$ cat config.mk
export PLATFORM = sky130hd
export DESIGN_NAME = ssp_core
export DESIGN_NICKNAME = d
export VERILOG_FILES = /design/src/ssp_pkg.sv /design/src/ssp_core.sv /design/src/ssp_fifo.sv
export SDC_FILE = /design/constraint.sdc
export NUM_CORES = 1
export LEC_CHECK = 0
export BUFFER_PORTS_ARGS = -buffer_cell sky130_fd_sc_hd__buf_4
export CORE_MARGIN = 3
export CORE_UTILIZATION = 25
export DETAILED_ROUTE_END_ITERATION = 8
export PLACE_DENSITY = 0.49
export SETUP_SLACK_MARGIN = 0.3
export SLEW_MARGIN = 30
export SYNTH_ARGS = -nofsm -noshare
export SYNTH_HDL_FRONTEND = slang
export SYNTH_SLANG_ARGS = --single-unit
$ cat constraint.sdc
create_clock -name clk -period 2.42 [get_ports clk]
set_input_delay 0.242 -clock clk [delete_from_list [all_inputs] [get_ports clk]]
set_output_delay 0.242 -clock clk [all_outputs]
set_load 0.05 [all_outputs]
$ cat src/ssp_pkg.sv
// Constants for the serial peripheral port: register indices, field positions,
// reset values, pin positions on port one, shifter states and buffer sizes.
// Assumes the importing modules run on one 100 MHz clock with synchronous reset.
package ssp_pkg;

    // ********************************************************************
    // Bus and register map
    // ********************************************************************
    localparam int BUS_AW = 10;
    localparam int BUS_DW = 32;
    localparam logic [7:0] IDX_CTRL = 8'hC3;
    localparam logic [7:0] IDX_STAT = 8'hC4;
    localparam logic [7:0] IDX_DATA = 8'hC5;
    localparam logic [7:0] RST_CTRL = 8'h00;
    localparam logic [7:0] RST_STAT = 8'h00;
    localparam logic [7:0] RST_DATA = 8'h00;

    // ********************************************************************
    // Control register fields
    // ********************************************************************
    localparam int CTL_RATE_LO = 0;
    localparam int CTL_MASTER = 3;
    localparam int CTL_SEL_IGNORE = 4;
    localparam int CTL_PORT_ON = 5;
    localparam int CTL_IRQ_EN = 6;
    localparam int CTL_ENHANCED = 7;
    localparam logic [2:0] RATE_TIMER = 3'h7;

    // ********************************************************************
    // Status register fields
    // ********************************************************************
    localparam int ST_XFER_DONE = 7;
    localparam int ST_WRITE_CLASH = 6;
    localparam int ST_DROPOUT = 5;
    localparam int ST_MASTER_CLASH = 4;
    localparam int ST_TX_EMPTY = 3;
    localparam int ST_BIT_ORDER = 2;
    localparam int ST_REMAP = 1;
    localparam int ST_TX_IRQ_EN = 0;

    // ********************************************************************
    // Pin positions on port one, default and remapped
    // ********************************************************************
    localparam logic [2:0] PIN_SS_DEF = 3'h4;
    localparam logic [2:0] PIN_MOSI_DEF = 3'h5;
    localparam logic [2:0] PIN_MISO_DEF = 3'h6;
    localparam logic [2:0] PIN_SCK_DEF = 3'h7;
    localparam logic [2:0] PIN_SS_ALT = 3'h0;
    localparam logic [2:0] PIN_MOSI_ALT = 3'h1;
    localparam logic [2:0] PIN_MISO_ALT = 3'h2;
    localparam logic [2:0] PIN_SCK_ALT = 3'h3;

    // ********************************************************************
    // Shifter and buffer
    // ********************************************************************
    localparam logic [3:0] BITS_LAST = 4'h7;
    localparam int FIFO_WIDTH = 8;
    localparam int FIFO_DEPTH = 32;

    typedef enum logic [1:0] {
        SSP_IDLE = 2'b00,
        SSP_SHIFT = 2'b01,
        SSP_DONE = 2'b11
    } ssp_state_e;

endpackage

$ cat src/ssp_core.sv
// Serial peripheral port: status, data buffer, clock rate and shifter.
// Assumes an Avalon-MM master on the register side and port-one pins whose
// levels are already synchronous to clk.
`timescale 1ns/10ps
`default_nettype none
module ssp_core (
    // Clock and reset
    input wire logic clk,
    input wire logic sys_rst,
    // Avalon-MM slave
    input wire logic [ssp_pkg::BUS_AW-1:0] avs_address,
    input wire logic avs_read,
    input wire logic avs_write,
    input wire logic [ssp_pkg::BUS_DW-1:0] avs_writedata,
    output logic [ssp_pkg::BUS_DW-1:0] avs_readdata,
    output logic avs_waitrequest,
    // Timer and interrupt request
    input wire logic timer1_ovf,
    output logic port_irq,
    // Port one pins
    input wire logic [7:0] p1_in,
    output logic [7:0] p1_out,
    output logic [7:0] p1_oe
);
    import ssp_pkg::*;

    typedef struct packed {
        logic bus_ack;
        logic [7:0] rdata;
        logic [7:0] ctrl;
        logic [7:0] stat;
        logic stat_rd;
        ssp_state_e state;
        logic [7:0] sh;
        logic [7:0] rx_last;
        logic [3:0] cnt;
        logic half;
        logic in_bit;
        logic [6:0] div;
        logic sck;
        logic sck_prev;
        logic [7:0] pout;
        logic [7:0] poe;
    } ssp_core_s;

    ssp_core_s st;
    ssp_core_s next_st;

    // ********************************************************************
    // Helper functions
    // ********************************************************************
    function automatic logic [6:0] half_limit(input logic [2:0] code);
        half_limit = 7'((1 << code) - 1);
    endfunction

    function automatic logic [7:0] shift_in(input logic [7:0] sh, input logic b, input logic lsb);
        shift_in = lsb ? {b, sh[7:1]} : {sh[6:0], b};
    endfunction

    function automatic logic [2:0] pin_of(input logic remap, input logic [2:0] def, input logic [2:0] alt);
        pin_of = remap ? alt : def;
    endfunction

    logic bus_req;
    logic acc;
    logic sel_ctrl;
    logic sel_stat;
    logic sel_data;
    logic master;
    logic port_on;
    logic lsb_first;
    logic [2:0] rate;
    logic [2:0] pin_ss;
    logic [2:0] pin_mosi;
    logic [2:0] pin_miso;
    logic [2:0] pin_sck;
    logic ss_n;
    logic selected;
    logic clash_now;
    logic tick;
    logic out_bit;
    logic fifo_in_valid;
    logic fifo_in_ready;
    logic fifo_out_valid;
    logic fifo_out_ready;
    logic [7:0] fifo_out_data;

    assign bus_req = avs_read || avs_write;
    assign acc = bus_req && st.bus_ack;
    assign sel_ctrl = avs_address[BUS_AW-1:2] == IDX_CTRL;
    assign sel_stat = avs_address[BUS_AW-1:2] == IDX_STAT;
    assign sel_data = avs_address[BUS_AW-1:2] == IDX_DATA;
    assign avs_waitrequest = bus_req && !st.bus_ack;
    assign avs_readdata = {24'h000000, st.rdata};
    assign master = st.ctrl[CTL_MASTER];
    assign port_on = st.ctrl[CTL_PORT_ON];
    assign lsb_first = st.stat[ST_BIT_ORDER];
    assign rate = st.ctrl[CTL_RATE_LO +: 3];
    assign pin_ss = pin_of(st.stat[ST_REMAP], PIN_SS_DEF, PIN_SS_ALT);
    assign pin_mosi = pin_of(st.stat[ST_REMAP], PIN_MOSI_DEF, PIN_MOSI_ALT);
    assign pin_miso = pin_of(st.stat[ST_REMAP], PIN_MISO_DEF, PIN_MISO_ALT);
    assign pin_sck = pin_of(st.stat[ST_REMAP], PIN_SCK_DEF, PIN_SCK_ALT);
    assign ss_n = p1_in[pin_ss];
    assign selected = st.ctrl[CTL_SEL_IGNORE] || !ss_n;
    assign clash_now = port_on && master && !st.ctrl[CTL_SEL_IGNORE] && !ss_n;
    assign tick = (rate == RATE_TIMER) ? timer1_ovf : (st.div == half_limit(rate));
    assign out_bit = lsb_first ? st.sh[0] : st.sh[7];
    assign fifo_in_valid = acc && avs_write && sel_data;
    assign fifo_out_ready = st.state == SSP_IDLE && port_on && !clash_now && (master || selected);
    assign p1_out = st.pout;
    assign p1_oe = st.poe;
    assign port_irq = st.ctrl[CTL_IRQ_EN] && (st.stat[ST_XFER_DONE] || st.stat[ST_MASTER_CLASH]
        || (st.stat[ST_TX_EMPTY] && st.stat[ST_TX_IRQ_EN]));

    // ********************************************************************
    // Transmit buffer
    // ********************************************************************
    ssp_fifo #(
        .WIDTH(FIFO_WIDTH),
        .DEPTH(FIFO_DEPTH)
    ) u_tx_fifo (
        .clk(clk),
        .sys_rst(sys_rst),
        .in_valid(fifo_in_valid),
        .in_ready(fifo_in_ready),
        .in_data(avs_writedata[7:0]),
        .out_valid(fifo_out_valid),
        .out_ready(fifo_out_ready),
        .out_data(fifo_out_data)
    );

    // ********************************************************************
    // Next state
    // ********************************************************************
    always_comb begin
        next_st = st;
        next_st.bus_ack = bus_req && !st.bus_ack;
        if (bus_req && !st.bus_ack) begin
            if (sel_ctrl) begin
                next_st.rdata = st.ctrl;
            end else if (sel_stat) begin
                next_st.rdata = st.stat;
            end else if (sel_data) begin
                next_st.rdata = st.rx_last;
            end else begin
                next_st.rdata = 8'h00;
            end
        end
        // Software writes and clears come first so that hardware sets win.
        if (acc && avs_write && sel_ctrl) begin
            next_st.ctrl = avs_writedata[7:0];
        end
        if (acc && avs_write && sel_stat) begin
            next_st.stat[7:3] = st.stat[7:3] & avs_writedata[7:3];
            next_st.stat[2:0] = avs_writedata[2:0];
        end
        if (acc && sel_data) begin
            next_st.stat_rd = 1'b0;
            if (st.stat_rd) begin
                next_st.stat[ST_XFER_DONE] = 1'b0;
                next_st.stat[ST_WRITE_CLASH] = 1'b0;
            end
        end else if (acc && avs_read && sel_stat) begin
            next_st.stat_rd = 1'b1;
        end
        if (fifo_in_valid && !fifo_in_ready) begin
            next_st.stat[ST_WRITE_CLASH] = 1'b1;
        end
        if (clash_now) begin
            next_st.stat[ST_MASTER_CLASH] = 1'b1;
        end
        next_st.sck_prev = p1_in[pin_sck];
        next_st.div = (tick || st.state != SSP_SHIFT) ? 7'h00 : st.div + 7'h01;
        case (st.state)
            SSP_IDLE: begin
                next_st.cnt = 4'h0;
                next_st.half = 1'b0;
                next_st.sck = 1'b0;
                if (fifo_out_ready && fifo_out_valid) begin
                    next_st.sh = fifo_out_data;
                    next_st.stat[ST_TX_EMPTY] = 1'b1;
                    next_st.state = SSP_SHIFT;
                end else if (fifo_out_ready && !master) begin
                    next_st.sh = st.rx_last;
                    next_st.state = SSP_SHIFT;
                end
            end
            SSP_SHIFT: begin
                if (!port_on || (master && clash_now) || master != st.ctrl[CTL_MASTER]) begin
                    next_st.state = SSP_IDLE;
                end else if (master) begin
                    if (tick && !st.sck) begin
                        next_st.sck = 1'b1;
                        next_st.in_bit = p1_in[pin_miso];
                    end else if (tick) begin
                        next_st.sck = 1'b0;
                        next_st.sh = shift_in(st.sh, st.in_bit, lsb_first);
                        next_st.cnt = st.cnt + 4'h1;
                        if (st.cnt == BITS_LAST) begin
                            next_st.state = SSP_DONE;
                        end
                    end
                end else if (!selected) begin
                    if (st.cnt != 4'h0 || st.half) begin
                        next_st.stat[ST_DROPOUT] = 1'b1;
                    end
                    next_st.state = SSP_IDLE;
                end else if (p1_in[pin_sck] && !st.sck_prev) begin
                    next_st.in_bit = p1_in[pin_mosi];
                    next_st.half = 1'b1;
                end else if (!p1_in[pin_sck] && st.sck_prev && st.half) begin
                    next_st.half = 1'b0;
                    next_st.sh = shift_in(st.sh, st.in_bit, lsb_first);
                    next_st.cnt = st.cnt + 4'h1;
                    if (st.cnt == BITS_LAST) begin
                        next_st.state = SSP_DONE;
                    end
                end
            end
            SSP_DONE: begin
                next_st.stat[ST_XFER_DONE] = 1'b1;
                next_st.rx_last = st.sh;
                next_st.state = SSP_IDLE;
            end
            default: begin
                next_st.state = SSP_IDLE;
            end
        endcase
        next_st.pout = 8'h00;
        next_st.poe = 8'h00;
        if (port_on && master) begin
            next_st.pout[pin_sck] = next_st.sck;
            next_st.poe[pin_sck] = 1'b1;
            next_st.pout[pin_mosi] = lsb_first ? next_st.sh[0] : next_st.sh[7];
            next_st.poe[pin_mosi] = 1'b1;
        end else if (port_on && selected) begin
            next_st.pout[pin_miso] = lsb_first ? next_st.sh[0] : next_st.sh[7];
            next_st.poe[pin_miso] = 1'b1;
        end
    end

    always_ff @(posedge clk) begin
        if (sys_rst) begin
            st <= '0;
        end else begin
            st <= next_st;
        end
    end
endmodule
`default_nettype wire

$ cat src/ssp_fifo.sv
// Synchronous FIFO with valid/ready on both sides.
// Assumes one clock and a synchronous active-high reset; DEPTH is a power of two.
`timescale 1ns/10ps
`default_nettype none
module ssp_fifo #(
    parameter int WIDTH = 8,
    parameter int DEPTH = 32
) (
    // Clock and reset
    input wire logic clk,
    input wire logic sys_rst,
    // Fill side
    input wire logic in_valid,
    output logic in_ready,
    input wire logic [WIDTH-1:0] in_data,
    // Drain side
    output logic out_valid,
    input wire logic out_ready,
    output logic [WIDTH-1:0] out_data
);

    localparam int AW = $clog2(DEPTH);

    typedef struct packed {
        logic [DEPTH-1:0][WIDTH-1:0] mem;
        logic [AW:0] wr;
        logic [AW:0] rd;
    } ssp_fifo_s;

    ssp_fifo_s st;
    ssp_fifo_s next_st;
    logic full;
    logic empty;

    assign full = (st.wr[AW] != st.rd[AW]) && (st.wr[AW-1:0] == st.rd[AW-1:0]);
    assign empty = st.wr == st.rd;
    assign in_ready = !full;
    assign out_valid = !empty;
    assign out_data = st.mem[st.rd[AW-1:0]];

    // ********************************************************************
    // Pointer and storage update
    // ********************************************************************
    always_comb begin
        next_st = st;
        if (in_valid && !full) begin
            next_st.mem[st.wr[AW-1:0]] = in_data;
            next_st.wr = st.wr + 1'b1;
        end
        if (out_ready && !empty) begin
            next_st.rd = st.rd + 1'b1;
        end
    end

    always_ff @(posedge clk) begin
        if (sys_rst) begin
            st <= '0;
        end else begin
            st <= next_st;
        end
    end

endmodule
`default_nettype wire

==> After elaboration in Yosys (flattened, before gate mapping) <==
Cells that the tools add are included.
{ "classes": {"add_sub_neg": 5, "n_lt_le_gt_ge": 10, "eq_ne": 27, "shifts": 1, "muxes": 77, "bitwise_logic": 5, "n_reduce_logical": 64} }
{ "ops": {"columns": ["operator", "n"], "rows": [
  ["$bwmux W256", 1],
  ["$mux W8", 9],
  ["$mux W10", 7],
  ["$bmux W8 S5", 1],
  ["$demux W8 S5", 1],
  ["$logic_and A1 B1 Y1", 32],
  ["$mux W16", 2],
  ["$mux W1", 28],
  ["$eq A8 B8 Y1 const B", 3],
  ["$ne A3 B3 Y1 const B", 6],
  ["$and A8 B8 Y8", 2],
  ["$lt A3 B4 Y1 const B", 4],
  ["$mux W4", 4],
  ["$pmux W8 S2", 1],
  ["$reduce_and A5 Y1", 3],
  ["$add A6 B1 Y6 const B", 2],
  ["$bmux W1 S3", 4],
  ["$lt A5 B6 Y1 const B", 2],
  ["$mux W3", 4],
  ["$mux W6", 2],
  ["$logic_not A1 Y1", 11],
  ["$mux W2", 5],
  ["$ne A5 B5 Y1 const B", 2],
  ["$pmux W5 S2", 1],
  ["33 further kinds", 52]
]} }
{ "word_totals": {"ff_bits": 343, "output_inout_bits": 50, "word_cells": 242} }

==> Logic depth before layout (Yosys ltp) <==
{ "depth": {"ltp_word": 16, "ltp_mapped": 13, "ltp_nobuf": 11} }

==> Cells and area by module <==
A second synthesis with hierarchy kept.
{ "unflattened": {"hier_cells": 1608, "hier_area_um2": 16314.4} }
{ "by_module_without_submodules": {"columns": ["mod", "n_inst", "cells_each", "area_per_inst_um2"], "rows": [
  ["ssp_fifo", 1, 1153, 12385.6],
  ["ssp_core", 1, 455, 3928.8]
]} }

==> Least setup slack after synthesis <==
No wires, ideal clock.
{ "synth_path": {"path_kind": "reg-to-reg", "startpoint": "register u_tx_fifo.st[1] in the netlist's numbering", "endpoint": "register st[45] in the netlist's numbering", "setup_time_ps": 121, "t_arrival_ps": 2367, "setup_slack_ps": -68, "stages_incl_launch_ff": 8, "n_path_buf": 2, "period_less_slack_ps": 2488, "path_cell_list": "dfxtp_1 -> clkbuf_1 -> buf_2 -> mux4_1 -> mux4_2 -> mux2_2 -> a221oi_2 -> o2bb2ai_1"} }
{ "synth_between": {"elab_chain_cells": 5, "word_cells_on_any_way": 9, "cone_classes": "eq/ne (2); mux (4); reduce/logical (3)"} }
{ "synth_lines": {"columns": ["item", "line_no", "rtl"], "rows": [
  ["from (decl)", "ssp_fifo.sv:30", "ssp_fifo_s st;"],
  ["from (signal assigned)", "ssp_fifo.sv:59", "st <= next_st;"],
  ["branches (longest 5 deep; another with $mux W10)", null, null],
  ["to (signal assigned)", "ssp_core.sv:246", "st <= next_st;"],
  ["to (decl)", "ssp_core.sv:46", "ssp_core_s st;"]
]} }
Several ways; the timed one is not identified. The select of a mux whose other input is x is not followed.
A chain may end at the register's enable or synchronous reset.

==> Final worst setup path <==
{ "layout_path": {"startpoint": "register u_tx_fifo.st[0] in the netlist's numbering", "endpoint": "register st[43] in the netlist's numbering"} }
The elaborated chain is that of the path after synthesis.

==> flow_summary.rst <==
.. list-table::
   :header-rows: 1

   * - Metric
     - Value
   * - Worst setup path category
     - flip-flop to flip-flop
   * - Gate count after technology mapping
     - 1,652
   * - Failing checks
     - negative setup slack
   * - Post-layout net count
     - 1,840
   * - Power Density
     - 569 mW/mm^2
   * - Data required, critical path
     - 2.83 ns
   * - Slowest cell delay on critical path
     - 0.54 ns
   * - Cell count after placement
     - 2,526
   * - CP bufs+invs
     - 2
   * - Signed area change from the synthesized netlist to the final layout
     - 34.5%
   * - Largest area contributor in the netlist
     - sky130_fd_sc_hd__dfxtp_1
   * - Result of the run
     - finished, violations left
   * - Area of the die
     - 0.0669 mm^2
   * - Critical-path cell list
     - buf_12, buf_12, mux4_2, mux4_2, mux2_4, a221oi_2, o2bb2ai_1
   * - Detailed Route Iter0 Violations
     - 846
   * - Post-synth ARST share
     - 0%
   * - Pin slew with the least headroom to its limit
     - 0.928 ns
   * - Worst ir drop on vdd
     - 0.387 mV
   * - Effective utilization at floorplan
     - 25.3%
   * - Number of synthesized flops with an enable pin
     - 0
   * - Crit-path max FO
     - 8
   * - Vias post-DR
     - 12,674
   * - Largest cells by area after synthesis
     - sky130_fd_sc_hd__dfxtp_1 (42%), sky130_fd_sc_hd__mux2i_1 (9.3%), sky130_fd_sc_hd__mux4_2 (8.3%)
   * - Share of the yosys chip area belonging to registers
     - 42.3%
   * - Cell type of the slowest stage on the worst timing path
     - sky130_fd_sc_hd__mux4_2
   * - Std cell rows
     - 92
   * - Main synth FF type
     - sky130_fd_sc_hd__dfxtp_1
   * - Final non-filler cell area
     - 0.0215 mm^2
   * - Path category of the worst min-delay check
     - input pin to flip-flop
   * - CTS tree
     - built
   * - Final setup violation count
     - 61
   * - Part of the cycle the worst path needs
     - 106%
   * - Lkg Pwr
     - 0.00696 uW
   * - Clock skew after layout
     - 0.0191 ns
   * - CTS sink count
     - 337
   * - Overflow left after global routing
     - 0
   * - Sort of element at the end of the critical path
     - flip-flop
   * - Wire length of the first global-routing pass
     - 74,000 um
   * - RSZ-0062 raised after global routing
     - yes
   * - Num CTS Buffers
     - 40
   * - Synthesized area divided by synthesized cell count
     - 9.66 um^2
   * - Top achievable clock speed
     - 390 MHz
   * - First-pass iteration count of the detailed router
     - 4
   * - YS warnings
     - 0
   * - Crit path launch type
     - flip-flop
   * - Number of buffers on the longest clock path
     - 3
   * - Total Negative Setup Slacks
     - -2.46 ns
   * - Top Ports
     - 105
   * - Final wirelength
     - 48,500 um
   * - WL per Instance
     - 18.3 um
   * - Placed cell areas
     - 0.0179 mm^2
   * - Clock Tree Root
     - sky130_fd_sc_hd__clkbuf_16
   * - Max capacitance violation total
     - 0
   * - Category of cells accounting for the largest share of critical-path delay
     - multiplexers
   * - Height of the die
     - 259 um
   * - Initial antenna violation count
     - 1
   * - Number of max-slew violations in the final report
     - 0
   * - Commonest cells in the netlist
     - sky130_fd_sc_hd__dfxtp_1 (337), sky130_fd_sc_hd__nor2_1 (188), sky130_fd_sc_hd__nand2_1 (172), sky130_fd_sc_hd__a21oi_1 (154), sky130_fd_sc_hd__mux2i_1 (148)
   * - Die Span X
     - 259 um
   * - Cell with the most instances after synthesis
     - sky130_fd_sc_hd__dfxtp_1
   * - Global placement routability congestion
     - 0.799
   * - Cell area after technology mapping
     - 0.0160 mm^2
   * - Number of non-filler instances in the completed layout
     - 2,649
   * - Count of unique library cells instantiated by Yosys
     - 73
   * - Area share of the largest cell type after synthesis
     - 42.3%
   * - Number of nets still failing antenna checks after routing
     - 0
   * - Max-slew headroom
     - 38.1%
   * - Post-route DRC violation count
     - 0
   * - Deepest level of the CTS H-tree
     - 2
   * - Arrival time worst endpoint
     - 2.97 ns
   * - Share of cells above drive strength 1
     - 37.7%
   * - Number of hold violations in the final report
     - 0
   * - Total routing usage reported by global routing
     - 14.1%
   * - Antenna cells
     - 0
   * - PnR worst setup slack
     - -0.144 ns
   * - CTS clock-pin slew for the worst setup and hold paths
     - 0.06 ns
   * - Maximum number of pins on one net before global-route repair
     - 126
   * - Clock latency on the worst-skew pair
     - 0.55 ns
   * - Total of flip-flops plus latches after synthesis
     - 337
   * - Time the final worst path needs with I/O delays and setup
     - 2.56 ns
   * - Drt via density
     - 4.78
   * - Hpwl dp
     - 30,400 um
   * - Count of buffers from port buffering
     - 50
   * - Placeable core region
     - 0.0631 mm^2
   * - Number of global-route vias before repair
     - 12,607
[cell families after synthesis]
logic type | count (synthesis) | share of synthesized area (%)
AND/OR/NAND/NOR | 604 | 17.8
adder cells (fa/ha/maj) | 9 | 0.705
flip-flops | 337 | 42.3
AO/OA/AOI/OAI | 231 | 8.85
multiplexers | 243 | 22.0
buffers and inverters | 206 | 7.20
other | 1 | 0.0235
XOR/XNOR | 21 | 1.15
[final cells by class]
cell class | count | area [um^2]
clock buffers | 55 | 1120
repair buffers | 243 | 2740
clock inverters | 14 | 206
well taps | 846 | 1060
fillers | 6337 | 41600
flip-flops and latches | 337 | 6760
inverters | 18 | 67.6
multi-input cells | 1136 | 9520
[metrics by stage]
stage	utilization, %	hold WS [ns]	power [uW]	setup slack, ns
finish	34.0	0.0228	12200	-0.144
global route	34.0	0.0285	12600	-0.222
CTS	32.4	0.00913	12300	-0.139
detailed placement	28.4	0.443	6130	-0.230
global placement	28.4	0.438	6130	-0.188
floorplan	-	0.427	6040	0.109
[power breakdown]
| group | total, uW | switching [uW] | internal (uW) |
|---|---|---|---|
| sequential | 5560 | 7.96 | 5560 |
| combinational | 474 | 387 | 86.5 |
| clock | 6180 | 2410 | 3760 |
[sequential cells by signal, indices dropped and copies added (netlist names)]
register	cells
avs_readdata	8
lsb_first	1
master	1
p1_oe	4
p1_out	6
port_on	1
rate	3
st	45
u_tx_fifo.st	268
[what timing repair did]
item                                    in CTS  in global routing
endpoints found under the setup margin     285                289
cloned                                       5                  0
buffers inserted                            40                  9
pin swaps                                   93                159
resized for setup                          180                216
hold buffers                                 0                  0
[routing by layer]
metal	share of wire (%)	GRT usage, %	up-vias
li1	-	-	6027
met1	46	18.5	6296
met2	47	22.9	259
met3	4.4	3.12	90
met4	2.7	4.76	2
met5	0.027	0	-
[final timing paths]
path	endpoint	slack, ns	startpoint	depth (start not counted)
max	st[43]	-0.14	u_tx_fifo.st[0]	7
min	st[74]	0.02	avs_read	3
max reg2reg	st[43]	-0.14	u_tx_fifo.st[0]	7
min reg2reg	u_tx_fifo.st[160]	0.45	u_tx_fifo.st[160]	2
[cell usage in the layout, fill, tap and decap left out, types with 10 or more instances in the layout]
cell type	count
sky130_fd_sc_hd__clkbuf_16	41
sky130_fd_sc_hd__buf_8	21
sky130_fd_sc_hd__nand4_1	10
sky130_fd_sc_hd__nand2_2	39
sky130_fd_sc_hd__buf_4	140
sky130_fd_sc_hd__clkbuf_1	10
sky130_fd_sc_hd__buf_12	43
sky130_fd_sc_hd__inv_1	16
sky130_fd_sc_hd__xor2_1	10
sky130_fd_sc_hd__nand2_8	15
sky130_fd_sc_hd__mux4_2	74
sky130_fd_sc_hd__nand3_2	71
sky130_fd_sc_hd__a211oi_1	10
sky130_fd_sc_hd__nor2_4	19
sky130_fd_sc_hd__a21oi_2	63
sky130_fd_sc_hd__nand3_1	67
sky130_fd_sc_hd__nor2_1	184
sky130_fd_sc_hd__mux2i_1	141
sky130_fd_sc_hd__a21oi_1	92
sky130_fd_sc_hd__buf_6	35
sky130_fd_sc_hd__conb_1	28
sky130_fd_sc_hd__nand2_4	13
sky130_fd_sc_hd__dfxtp_1	333
sky130_fd_sc_hd__nand2_1	109
[worst register-to-register path: cells and delay by family, from the launching register on]
family,cells,cell delay (ns)
buf+inv,2,0.33
flops,1,0.40
mux,3,1.37
compound gates,2,0.32
Power figures use the tool's default switching activity.
